### src/hw/pwr_seq_map.vh
// Register map, fields and timing constants of the power-down sequencer
`ifndef PWR_SEQ_MAP_VH
`define PWR_SEQ_MAP_VH
// ----------------------------------------
// Register byte addresses
// ----------------------------------------
`define ADDR_POWER_CONTROL 12'h000
`define ADDR_CLOCK_SYNTH 12'h004
`define ADDR_IRQ_ENABLE2 12'h008
`define ADDR_STATUS 12'h00C
`define ADDR_WAKE_EVENT 12'h010
// ----------------------------------------
// Field positions
// ----------------------------------------
`define PCTL_PD_REQ 1
`define PCTL_SERIAL_WAKE 3
`define PCTL_EXT0_WAKE 5
`define PLL_LOCK_BIT 6
`define PLL_OSC_SLEEP 7
`define PLL_DIV_LSB 0
`define PLL_DIV_W 3
`define IE2_INTERVAL_EN 2
`define IE2_SPI_EN 0
// ----------------------------------------
// Reset values
// ----------------------------------------
`define RST_POWER_CONTROL 8'h00
`define RST_CLOCK_SYNTH 8'h03
`define RST_IRQ_ENABLE2 8'hA0
// ----------------------------------------
// Timing, in microseconds, and clock rate
// ----------------------------------------
`define CORE_CLK_HZ 10000000
`define POR_DELAY_US 128000
`define PLL_LOCK_US 1000
`define XTAL_START_US 150000
`endif

### src/hw/delay_timer.v
// Down counter that reports when a loaded delay has elapsed
`timescale 1ns/1ps
module delay_timer #(
    parameter W = 24
) (
    // Clock and reset
    input wire core_clk,
    input wire rst_b,
    // Control
    input wire start,
    input wire [W-1:0] load,
    // Status
    output reg busy,
    output reg done
);
    reg [W-1:0] count;

    always @(posedge core_clk) begin
        if (!rst_b) begin
            count <= {W{1'b0}};
            busy <= 1'b0;
            done <= 1'b0;
        end else begin
            done <= 1'b0;
            if (start) begin
                count <= load;
                busy <= 1'b1;
            end else if (busy) begin
                if (count <= {{(W-1){1'b0}}, 1'b1}) begin
                    busy <= 1'b0;
                    done <= 1'b1;
                end else begin
                    count <= count - {{(W-1){1'b0}}, 1'b1};
                end
            end
        end
    end
endmodule

### src/hw/power_down_wake_sequencer.v
// Power-down entry, wake-up and power-on reset release sequencer
// ----------------------------------------
// Operation
// RULE_01: Setting the power-down request bit enters full power-down.
// RULE_02: Power-down stops the PLL output and the core clock.
// RULE_03: Oscillator halts in power-down only when oscillator sleep bit set.
// RULE_04: Only the enabled interval counter stays clocked in power-down.
// RULE_05: Ports hold levels, DAC floats, ALE and fetch strobe low.
// RULE_06: Reset pin ends power-down, defaults registers, restarts at vector.
// RULE_07: Power cycle restores defaults and restarts after about 128 ms.
// RULE_08: Interval counter interrupt wakes when oscillator kept and enabled.
// RULE_09: With serial wake enable set, enabled SPI interrupt wakes device.
// RULE_10: With ext irq zero wake enable set, enabled ext irq zero wakes.
// RULE_11: Return from interrupt resumes after the power-down instruction.
// RULE_12: After wake with oscillator running, PLL needs about 1 ms.
// RULE_13: Software should poll the lock flag, bit 6, before timing work.
// RULE_14: A halted oscillator adds about 150 ms start-up before lock.
// RULE_15: 3 V part holds reset below 2.63 V, then 128 ms timer.
// RULE_16: 5 V part holds reset below 4.5 V, then 128 ms timer.
// RULE_17: On supply decay, reset holds until supply falls below 1 V.
// RULE_18: Core clock divided by the divider field as a lower-power option.
// RULE_19: Interval counter interrupt gated by its own enable bit.
// RULE_20: Lock flag clears when PLL stops, sets once relocked after wake.
// ----------------------------------------
//
// Local design decisions: the APB interface to the registers and the register addresses.
`timescale 1ns/1ps
`include "pwr_seq_map.vh"
module power_down_wake_sequencer #(
    parameter POR_CYCLES =
        (`CORE_CLK_HZ / 1000000) * `POR_DELAY_US,
    parameter LOCK_CYCLES =
        (`CORE_CLK_HZ / 1000000) * `PLL_LOCK_US,
    parameter XTAL_CYCLES =
        (`CORE_CLK_HZ / 1000000) * `XTAL_START_US,
    parameter TW = 24
) (
    // Clock and reset
    input wire core_clk,
    input wire rst_b,
    // APB slave
    input wire psel,
    input wire penable,
    input wire pwrite,
    input wire [11:0] paddr,
    input wire [31:0] pwdata,
    output wire pready,
    output reg [31:0] prdata,
    output wire pslverr,
    // Supply detectors and reset pin
    input wire reset_pin_b,
    input wire supply_above_threshold,
    input wire supply_above_1v,
    // Wake sources
    input wire interval_counter_irq,
    input wire spi_irq,
    input wire external_irq_zero,
    input wire ext0_irq_enable,
    // Core side
    input wire core_reti,
    output reg core_reset,
    output reg wake_irq_pending,
    output reg [2:0] wake_source,
    output reg resume_after_pd,
    // Clock gating
    output reg pll_run,
    output reg core_clk_enable,
    output reg osc_run,
    output reg interval_counter_clk_en,
    output reg peripheral_clk_en,
    output reg [`PLL_DIV_W-1:0] core_clock_divider,
    // Pin control in power-down
    output reg port_hold,
    output reg dac_out_enable,
    output reg ale_force_low,
    output reg program_fetch_strobe_force_low
);
    // ----------------------------------------
    // States
    // ----------------------------------------
    localparam S_POR = 3'd0;
    localparam S_RUN = 3'd1;
    localparam S_PD = 3'd2;
    localparam S_XTAL = 3'd3;
    localparam S_LOCK = 3'd4;
    localparam S_PINRST = 3'd5;
    localparam [7:0] SYNTH_RESET = `RST_CLOCK_SYNTH;

    reg [2:0] state;
    reg [7:0] power_control_reg;
    reg [7:0] clock_synth_control_reg;
    reg [7:0] irq_enable2;
    reg pll_locked;
    reg osc_stopped;
    reg timer_start;
    reg [TW-1:0] timer_load;
    wire timer_busy;
    wire timer_done;

    wire oscillator_sleep_bit = clock_synth_control_reg[`PLL_OSC_SLEEP];
    wire serial_wake_enable = power_control_reg[`PCTL_SERIAL_WAKE];
    wire ext_irq_zero_wake_enable = power_control_reg[`PCTL_EXT0_WAKE];
    wire interval_irq_enable = irq_enable2[`IE2_INTERVAL_EN];
    wire spi_irq_enable = irq_enable2[`IE2_SPI_EN];

    // ----------------------------------------
    // Wake decode
    // ----------------------------------------
    wire wake_interval = !oscillator_sleep_bit && interval_irq_enable &&
        interval_counter_irq; // see RULE_08 see RULE_19
    wire wake_spi = serial_wake_enable && spi_irq_enable &&
        spi_irq; // see RULE_09
    wire wake_ext0 = ext_irq_zero_wake_enable && ext0_irq_enable &&
        external_irq_zero; // see RULE_10
    wire wake_any = wake_interval || wake_spi || wake_ext0;

    // Supply loss overrides everything; reset held until below 1 V too
    wire supply_bad = !supply_above_threshold; // see RULE_15 see RULE_16

    // ----------------------------------------
    // APB slave, zero wait states
    // ----------------------------------------
    wire apb_access = psel && penable;
    wire apb_write = apb_access && pwrite;
    wire addr_ok = (paddr == `ADDR_POWER_CONTROL) ||
        (paddr == `ADDR_CLOCK_SYNTH) || (paddr == `ADDR_IRQ_ENABLE2) ||
        (paddr == `ADDR_STATUS) || (paddr == `ADDR_WAKE_EVENT);
    assign pready = 1'b1;
    assign pslverr = apb_access && !addr_ok;

    // Read word latched in the setup cycle, so it stands through access
    always @(posedge core_clk) begin
        if (!rst_b) begin
            prdata <= 32'h00000000;
        end else if (psel && !penable) begin
            case (paddr)
                `ADDR_POWER_CONTROL:
                    prdata <= {24'h000000, power_control_reg};
                `ADDR_CLOCK_SYNTH:
                    prdata <= {24'h000000, clock_synth_control_reg[7],
                        pll_locked, // see RULE_13
                        clock_synth_control_reg[5:0]};
                `ADDR_IRQ_ENABLE2: prdata <= {24'h000000, irq_enable2};
                `ADDR_STATUS: prdata <= {29'h00000000, state};
                `ADDR_WAKE_EVENT: prdata <= {29'h00000000, wake_source};
                default: prdata <= 32'h00000000;
            endcase
        end
    end

    delay_timer #(
        .W(TW)
    ) u_timer (
        .core_clk(core_clk),
        .rst_b(rst_b),
        .start(timer_start),
        .load(timer_load),
        .busy(timer_busy),
        .done(timer_done)
    );

    // ----------------------------------------
    // Sequencer
    // ----------------------------------------
    always @(posedge core_clk) begin
        if (!rst_b) begin
            state <= S_POR;
            power_control_reg <= `RST_POWER_CONTROL;
            clock_synth_control_reg <= `RST_CLOCK_SYNTH;
            irq_enable2 <= `RST_IRQ_ENABLE2;
            pll_locked <= 1'b0;
            osc_stopped <= 1'b0;
            timer_start <= 1'b0;
            timer_load <= {TW{1'b0}};
            core_reset <= 1'b1;
            wake_irq_pending <= 1'b0;
            wake_source <= 3'b000;
            resume_after_pd <= 1'b0;
        end else begin
            timer_start <= 1'b0;
            if (apb_write && state == S_RUN) begin
                case (paddr)
                    `ADDR_POWER_CONTROL:
                        power_control_reg <= pwdata[7:0];
                    `ADDR_CLOCK_SYNTH:
                        clock_synth_control_reg <= {pwdata[7], 1'b0,
                            pwdata[5:0]};
                    `ADDR_IRQ_ENABLE2: irq_enable2 <= pwdata[7:0];
                    default: ;
                endcase
            end
            // Core acknowledges the wake interrupt; set wins over clear
            if (core_reti && !(state == S_PD && wake_any)) begin
                wake_irq_pending <= 1'b0; // see RULE_11
            end
            case (state)
                S_POR: begin
                    core_reset <= 1'b1;
                    // Timer restarts whenever the supply dips
                    if (supply_bad || !supply_above_1v) begin
                        timer_start <= 1'b1;
                        timer_load <= POR_CYCLES[TW-1:0]; // see RULE_07
                    end else if (timer_done && !timer_start) begin
                        core_reset <= 1'b0;
                        state <= S_LOCK;
                        timer_start <= 1'b1;
                        timer_load <= LOCK_CYCLES[TW-1:0];
                    end else if (!timer_busy && !timer_start) begin
                        timer_start <= 1'b1;
                        timer_load <= POR_CYCLES[TW-1:0]; // see RULE_07
                    end
                end
                S_RUN: begin
                    if (apb_write && paddr == `ADDR_POWER_CONTROL &&
                            pwdata[`PCTL_PD_REQ]) begin
                        state <= S_PD; // see RULE_01
                        pll_locked <= 1'b0; // see RULE_20
                        osc_stopped <= oscillator_sleep_bit;
                    end
                end
                S_PD: begin
                    if (wake_any) begin
                        wake_irq_pending <= 1'b1;
                        wake_source <= {wake_ext0, wake_spi, wake_interval};
                        resume_after_pd <= 1'b1; // see RULE_11
                        power_control_reg[`PCTL_PD_REQ] <= 1'b0;
                        timer_start <= 1'b1;
                        if (osc_stopped) begin
                            state <= S_XTAL;
                            timer_load <= XTAL_CYCLES[TW-1:0]; // see RULE_14
                        end else begin
                            state <= S_LOCK;
                            timer_load <= LOCK_CYCLES[TW-1:0]; // see RULE_12
                        end
                    end
                end
                S_XTAL: begin
                    if (timer_done) begin
                        state <= S_LOCK;
                        timer_start <= 1'b1;
                        timer_load <= LOCK_CYCLES[TW-1:0]; // see RULE_14
                    end
                end
                S_LOCK: begin
                    if (timer_done) begin
                        pll_locked <= 1'b1; // see RULE_20
                        state <= S_RUN;
                    end
                end
                S_PINRST: begin
                    if (reset_pin_b) begin
                        core_reset <= 1'b0; // see RULE_06
                        state <= S_LOCK;
                        timer_start <= 1'b1;
                        timer_load <= LOCK_CYCLES[TW-1:0];
                    end
                end
                default: state <= S_POR;
            endcase
            // Reset pin: control registers to defaults (wake_source kept), held while pin low
            if (!reset_pin_b && state != S_POR) begin
                state <= S_PINRST; // see RULE_06
                power_control_reg <= `RST_POWER_CONTROL;
                clock_synth_control_reg <= `RST_CLOCK_SYNTH;
                irq_enable2 <= `RST_IRQ_ENABLE2;
                pll_locked <= 1'b0;
                osc_stopped <= 1'b0;
                core_reset <= 1'b1;
                wake_irq_pending <= 1'b0;
                resume_after_pd <= 1'b0;
            end
            // Supply loss wins over all: back to power-on timing
            if (supply_bad) begin
                state <= S_POR; // see RULE_15 see RULE_16 see RULE_17
                // Reload so a stale count cannot release reset early
                timer_start <= 1'b1;
                timer_load <= POR_CYCLES[TW-1:0];
                power_control_reg <= `RST_POWER_CONTROL;
                clock_synth_control_reg <= `RST_CLOCK_SYNTH;
                irq_enable2 <= `RST_IRQ_ENABLE2;
                pll_locked <= 1'b0;
                osc_stopped <= 1'b0;
                core_reset <= 1'b1;
                wake_irq_pending <= 1'b0;
                resume_after_pd <= 1'b0;
            end
        end
    end

    // ----------------------------------------
    // Clock gating and pin control
    // ----------------------------------------
    always @(posedge core_clk) begin
        if (!rst_b) begin
            pll_run <= 1'b1;
            core_clk_enable <= 1'b0;
            osc_run <= 1'b1;
            interval_counter_clk_en <= 1'b0;
            peripheral_clk_en <= 1'b0;
            core_clock_divider <=
                SYNTH_RESET[`PLL_DIV_LSB+`PLL_DIV_W-1:`PLL_DIV_LSB];
            port_hold <= 1'b0;
            dac_out_enable <= 1'b0;
            ale_force_low <= 1'b0;
            program_fetch_strobe_force_low <= 1'b0;
        end else begin
            pll_run <= (state != S_PD); // see RULE_02
            core_clk_enable <= (state != S_PD) && !core_reset; // see RULE_02
            osc_run <= !(state == S_PD && osc_stopped); // see RULE_03
            interval_counter_clk_en <= interval_irq_enable &&
                !(state == S_PD && osc_stopped); // see RULE_04
            peripheral_clk_en <= (state != S_PD) && !core_reset; // see RULE_04
            core_clock_divider <=
                clock_synth_control_reg[`PLL_DIV_LSB+`PLL_DIV_W-1:
                `PLL_DIV_LSB]; // see RULE_18
            port_hold <= (state == S_PD); // see RULE_05
            dac_out_enable <= (state != S_PD) && !core_reset; // see RULE_05
            ale_force_low <= (state == S_PD); // see RULE_05
            program_fetch_strobe_force_low <= (state == S_PD); // see RULE_05
        end
    end
endmodule

### config.mk
export PLATFORM = sky130hd
export DESIGN_NAME = power_down_wake_sequencer
export DESIGN_NICKNAME = d
export VERILOG_FILES = /design/src/hw/delay_timer.v /design/src/hw/power_down_wake_sequencer.v
export VERILOG_INCLUDE_DIRS = /design/src /design/src/hw
export SDC_FILE = /design/constraint.sdc
export NUM_CORES = 1
export LEC_CHECK = 0
export BUFFER_PORTS_ARGS = -buffer_cell sky130_fd_sc_hd__buf_2
export CAP_MARGIN = 5
export CORE_ASPECT_RATIO = 0.8
export CORE_MARGIN = 2
export CORE_UTILIZATION = 35
export DETAILED_ROUTE_END_ITERATION = 6
export GPL_TIMING_DRIVEN = 1
export SETUP_SLACK_MARGIN = 0.4
export SLEW_MARGIN = 20
export SYNTH_ARGS = -nofsm -noshare
export SYNTH_HDL_FRONTEND = slang
export SYNTH_SLANG_ARGS = --single-unit
### constraint.sdc
create_clock -name core_clk -period 2.9 [get_ports core_clk]
set_clock_uncertainty 0.1 [all_clocks]
set_input_delay 0.435 -clock core_clk [delete_from_list [all_inputs] [get_ports core_clk]]
set_output_delay 0.435 -clock core_clk [all_outputs]
set_load 0.02 [all_outputs]
==> results.cfg <==
[cts]
cts_max_path_buffers = 2
cts-buffers-inserted = 9
post_cts_buffers = 0
h-tree-depth = 3
clk_latency_ns = 0.34
post_cts_resized = 0
cts_hold_buf = 0
cts_tree = built
clock_sinks = 82
clkSlewWorstSetupHoldPaths_ns = 0.06
root_buffer = clkbuf_16

[floorplanning]
die-area_sq_um = 12800
fp.dieW_microns = 126
io_pins = 109
initial_core_util_pct = 36.0
rows = 35
dieHeight_microns = 102
core_area_sq_um = 11600

[detailed_routing]
drt-initial-drc-count = 267
highest_layer = met4
postRouteWirelength_mm = 10.3
dr_wl_met3_microns = 549
vias = 3587
drcViolationCount = 0
dr.pass1.iters = 5
dr_wl_met2_mm = 4.56
ant_nets = 0
wl_per_cell_microns = 14.9
via_per_inst = 5.18
drt-met1-wl_mm = 5.05

[yosys]
synth_cell_types = 60
yosys.area.top_type = dfxtp_1
ys_warn_count = 0
synth_top_area_share_pct = 39.4
synth-edff-count = 0
syn_inst = 488
synth-main-ff-cell = dfxtp_1
synth-async-reset-ratio_pct = 0
ys_ff_latch = 82
synth_area_sq_um = 4170
synth_seq_area_share_pct = 39.4
syn-mean-instance-area_sq_um = 8.54
synth_top_cells_by_area = dfxtp_1 (39%), mux2i_1 (6.7%), buf_4 (5.2%), a21oi_1 (4.8%), nor2_1 (4.6%)

[critical_path]
cp.required_ns = 3.02
crit_path_end_kind = flip-flop
worst-path-max-fanout = 10
r2r_slack_ns = 0.55
cp-start-kind = flip-flop
r2r_start = u_timer.count[16]
cpPeakStageDelay_ns = 0.65
rr_endpoint = u_timer.count[13]
arrival_ns = 2.46
critPathKind = reg -> reg
worstPathCellList = or4_4 -> or4_4 -> o211ai_1 -> xor2_1 -> a21oi_1
cp_slowest_cell = or4_4
path_common_cell = or4_4
reg2regPathDepth = 5

[timing]
fin_ws_ns = 0.553
finalHoldViolCount = 0
worst_slew_pin_slew_ns = 0.673
min_period_ns = 2.35
drv_slew = 0
setup_viol = 0
max_freq_mhz = 426
slew_headroom_pct = 54.9
tns_ns = 0
rsz0062_at_grt = no
fin_crit_sh_pct = 80.9

[place]
numPortBuffers = 59
place_area_sq_um = 4500
pre_cts_ws_ns = 0.594
gp_routability_congestion = 0.864
dp_hpwl_mm = 7.44
dp_cells = 676

[cells_and_area]
seqCellArea_sq_um = 1640
final.fill_count = 1155
largest_reg_flops = 24
num_antenna_cells = 0
final_nets = 598
area_growth_pct = 15.3
multi_input_area_sq_um = 2220
final_cell_area_sq_um = 4810
drive_above_1_share_pct = 19.7
largest-register = u_timer.count
layoutNonFillerInstCount = 692

[grt]
grt_pass1_wl_mm = 16.8
grt_overflow = 0
antenna_found_initial = 0
grt_pass1_vias = 3320
grt_usage_pct = 16.4
grt_max_degree = 23

[min_path]
worstHoldPathType = in -> reg
hold_depth = 3
whs_endpoint = irq_enable2[5]
hp-start = pwdata[5]

[outcome]
status = finished clean

[power_and_ir_drop]
static-leakage-power_uw = 0.00181
power.density_nw_per_um2 = 572
ir_drop_mv = 0.296

[job]
drv_cap = 0
==> logic make-up after synthesis <==
logic type	Yosys count	share of synthesized area [%]
AND/OR/NAND/NOR	181	23.1
AO/OA/AOI/OAI	97	14.6
flip-flops	82	39.4
buffers and inverters	72	9.40
multiplexers	31	8.35
XOR/XNOR	21	4.41
adder cells (fa/ha/maj)	2	0.601
other	2	0.180
==> power by group <==
group,internal [uW],switching [uW]
combinational,145,253
clock,673,482
sequential,1160,38.1
total,1980,774
==> Yosys cell counts, drive strengths merged, types with 2 or more instances <==
cell type and n:
a2111oi 4, a211oi 5, a21bo 2, a21oi 40, a22oi 4, and2 2, and3 4, buf 35
clkbuf 19, conb 2, dfxtp 82, ha 2, inv 18, mux2i 28, mux4 3, nand2 32
nand2b 9, nand3 19, nand3b 2, nand4 6, nor2 52, nor2b 2, nor3 13, nor3b 4
nor4 10, o211ai 2, o21a 3, o21ai 26, o22ai 2, o31ai 2, or2 3, or3 9
or4 7, xnor2 13, xor2 8
==> final cells by class <==
cell class	count	area share, %
multi-input cells	357	46.3
flip-flops and latches	82	34.2
repair buffers	71	8.02
clock buffers	9	4.69
well taps	148	3.85
clock inverters	7	1.59
inverters	18	1.41
==> worst max-delay path by stage <==
stage	end	start	slack (ns)
after global placement	u_timer.count[13]	u_timer.count[16]	0.61
after CTS	u_timer.count[13]	u_timer.count[16]	0.57
final	u_timer.count[13]	u_timer.count[16]	0.55
after global routing	u_timer.count[13]	u_timer.count[16]	0.47
after detailed placement	u_timer.count[13]	u_timer.count[16]	0.59
after floorplan	u_timer.count[11]	u_timer.count[16]	0.70
==> metal layers <==
metal | GRT usage [%] | vias to the layer above
li1 | - | 1771
met3 | 4.38 | 13
met4 | 6.00 | 0
met2 | 25.1 | 116
met1 | 22.4 | 1687
met5 | 0 | -
==> layout by cell type (no fill, tap or decap), types with 12 or more instances in the layout <==
cell type | synthesis | layout
buf_2 | 4 | 59
nor3_1 | 13 | 12
mux2i_1 | 28 | 28
nand3_1 | 19 | 19
o21ai_0 | 22 | 21
a21oi_1 | 40 | 40
buf_4 | 29 | 12
inv_1 | 18 | 18
conb_1 | 2 | 25
nor2_1 | 51 | 51
nand2_1 | 32 | 32
dfxtp_1 | 82 | 82
xnor2_1 | 13 | 13
==> critical path, delay by kind of cell (launching register included) <==
| family | cells | cell delay, ns |
|---|---|---|
| and+or+nand+nor | 2 | 1.24 |
| DFF | 1 | 0.36 |
| AOI/OAI and AO/OA | 2 | 0.34 |
| xor gates and xnor gates | 1 | 0.17 |
==> metrics by stage <==
step | util, % | total power [uW] | hold slack (ns)
4_1_cts | 41.6 | 2770 | 0.240
5_1_grt | 41.6 | 2870 | 0.269
6_report | 41.6 | 2750 | 0.255
3_5_place_dp | 39.0 | 1610 | 0.346
2_1_floorplan | - | 1540 | 0.285
3_3_place_gp | 39.0 | 1600 | 0.337
(Power assumes the default switching activity.)
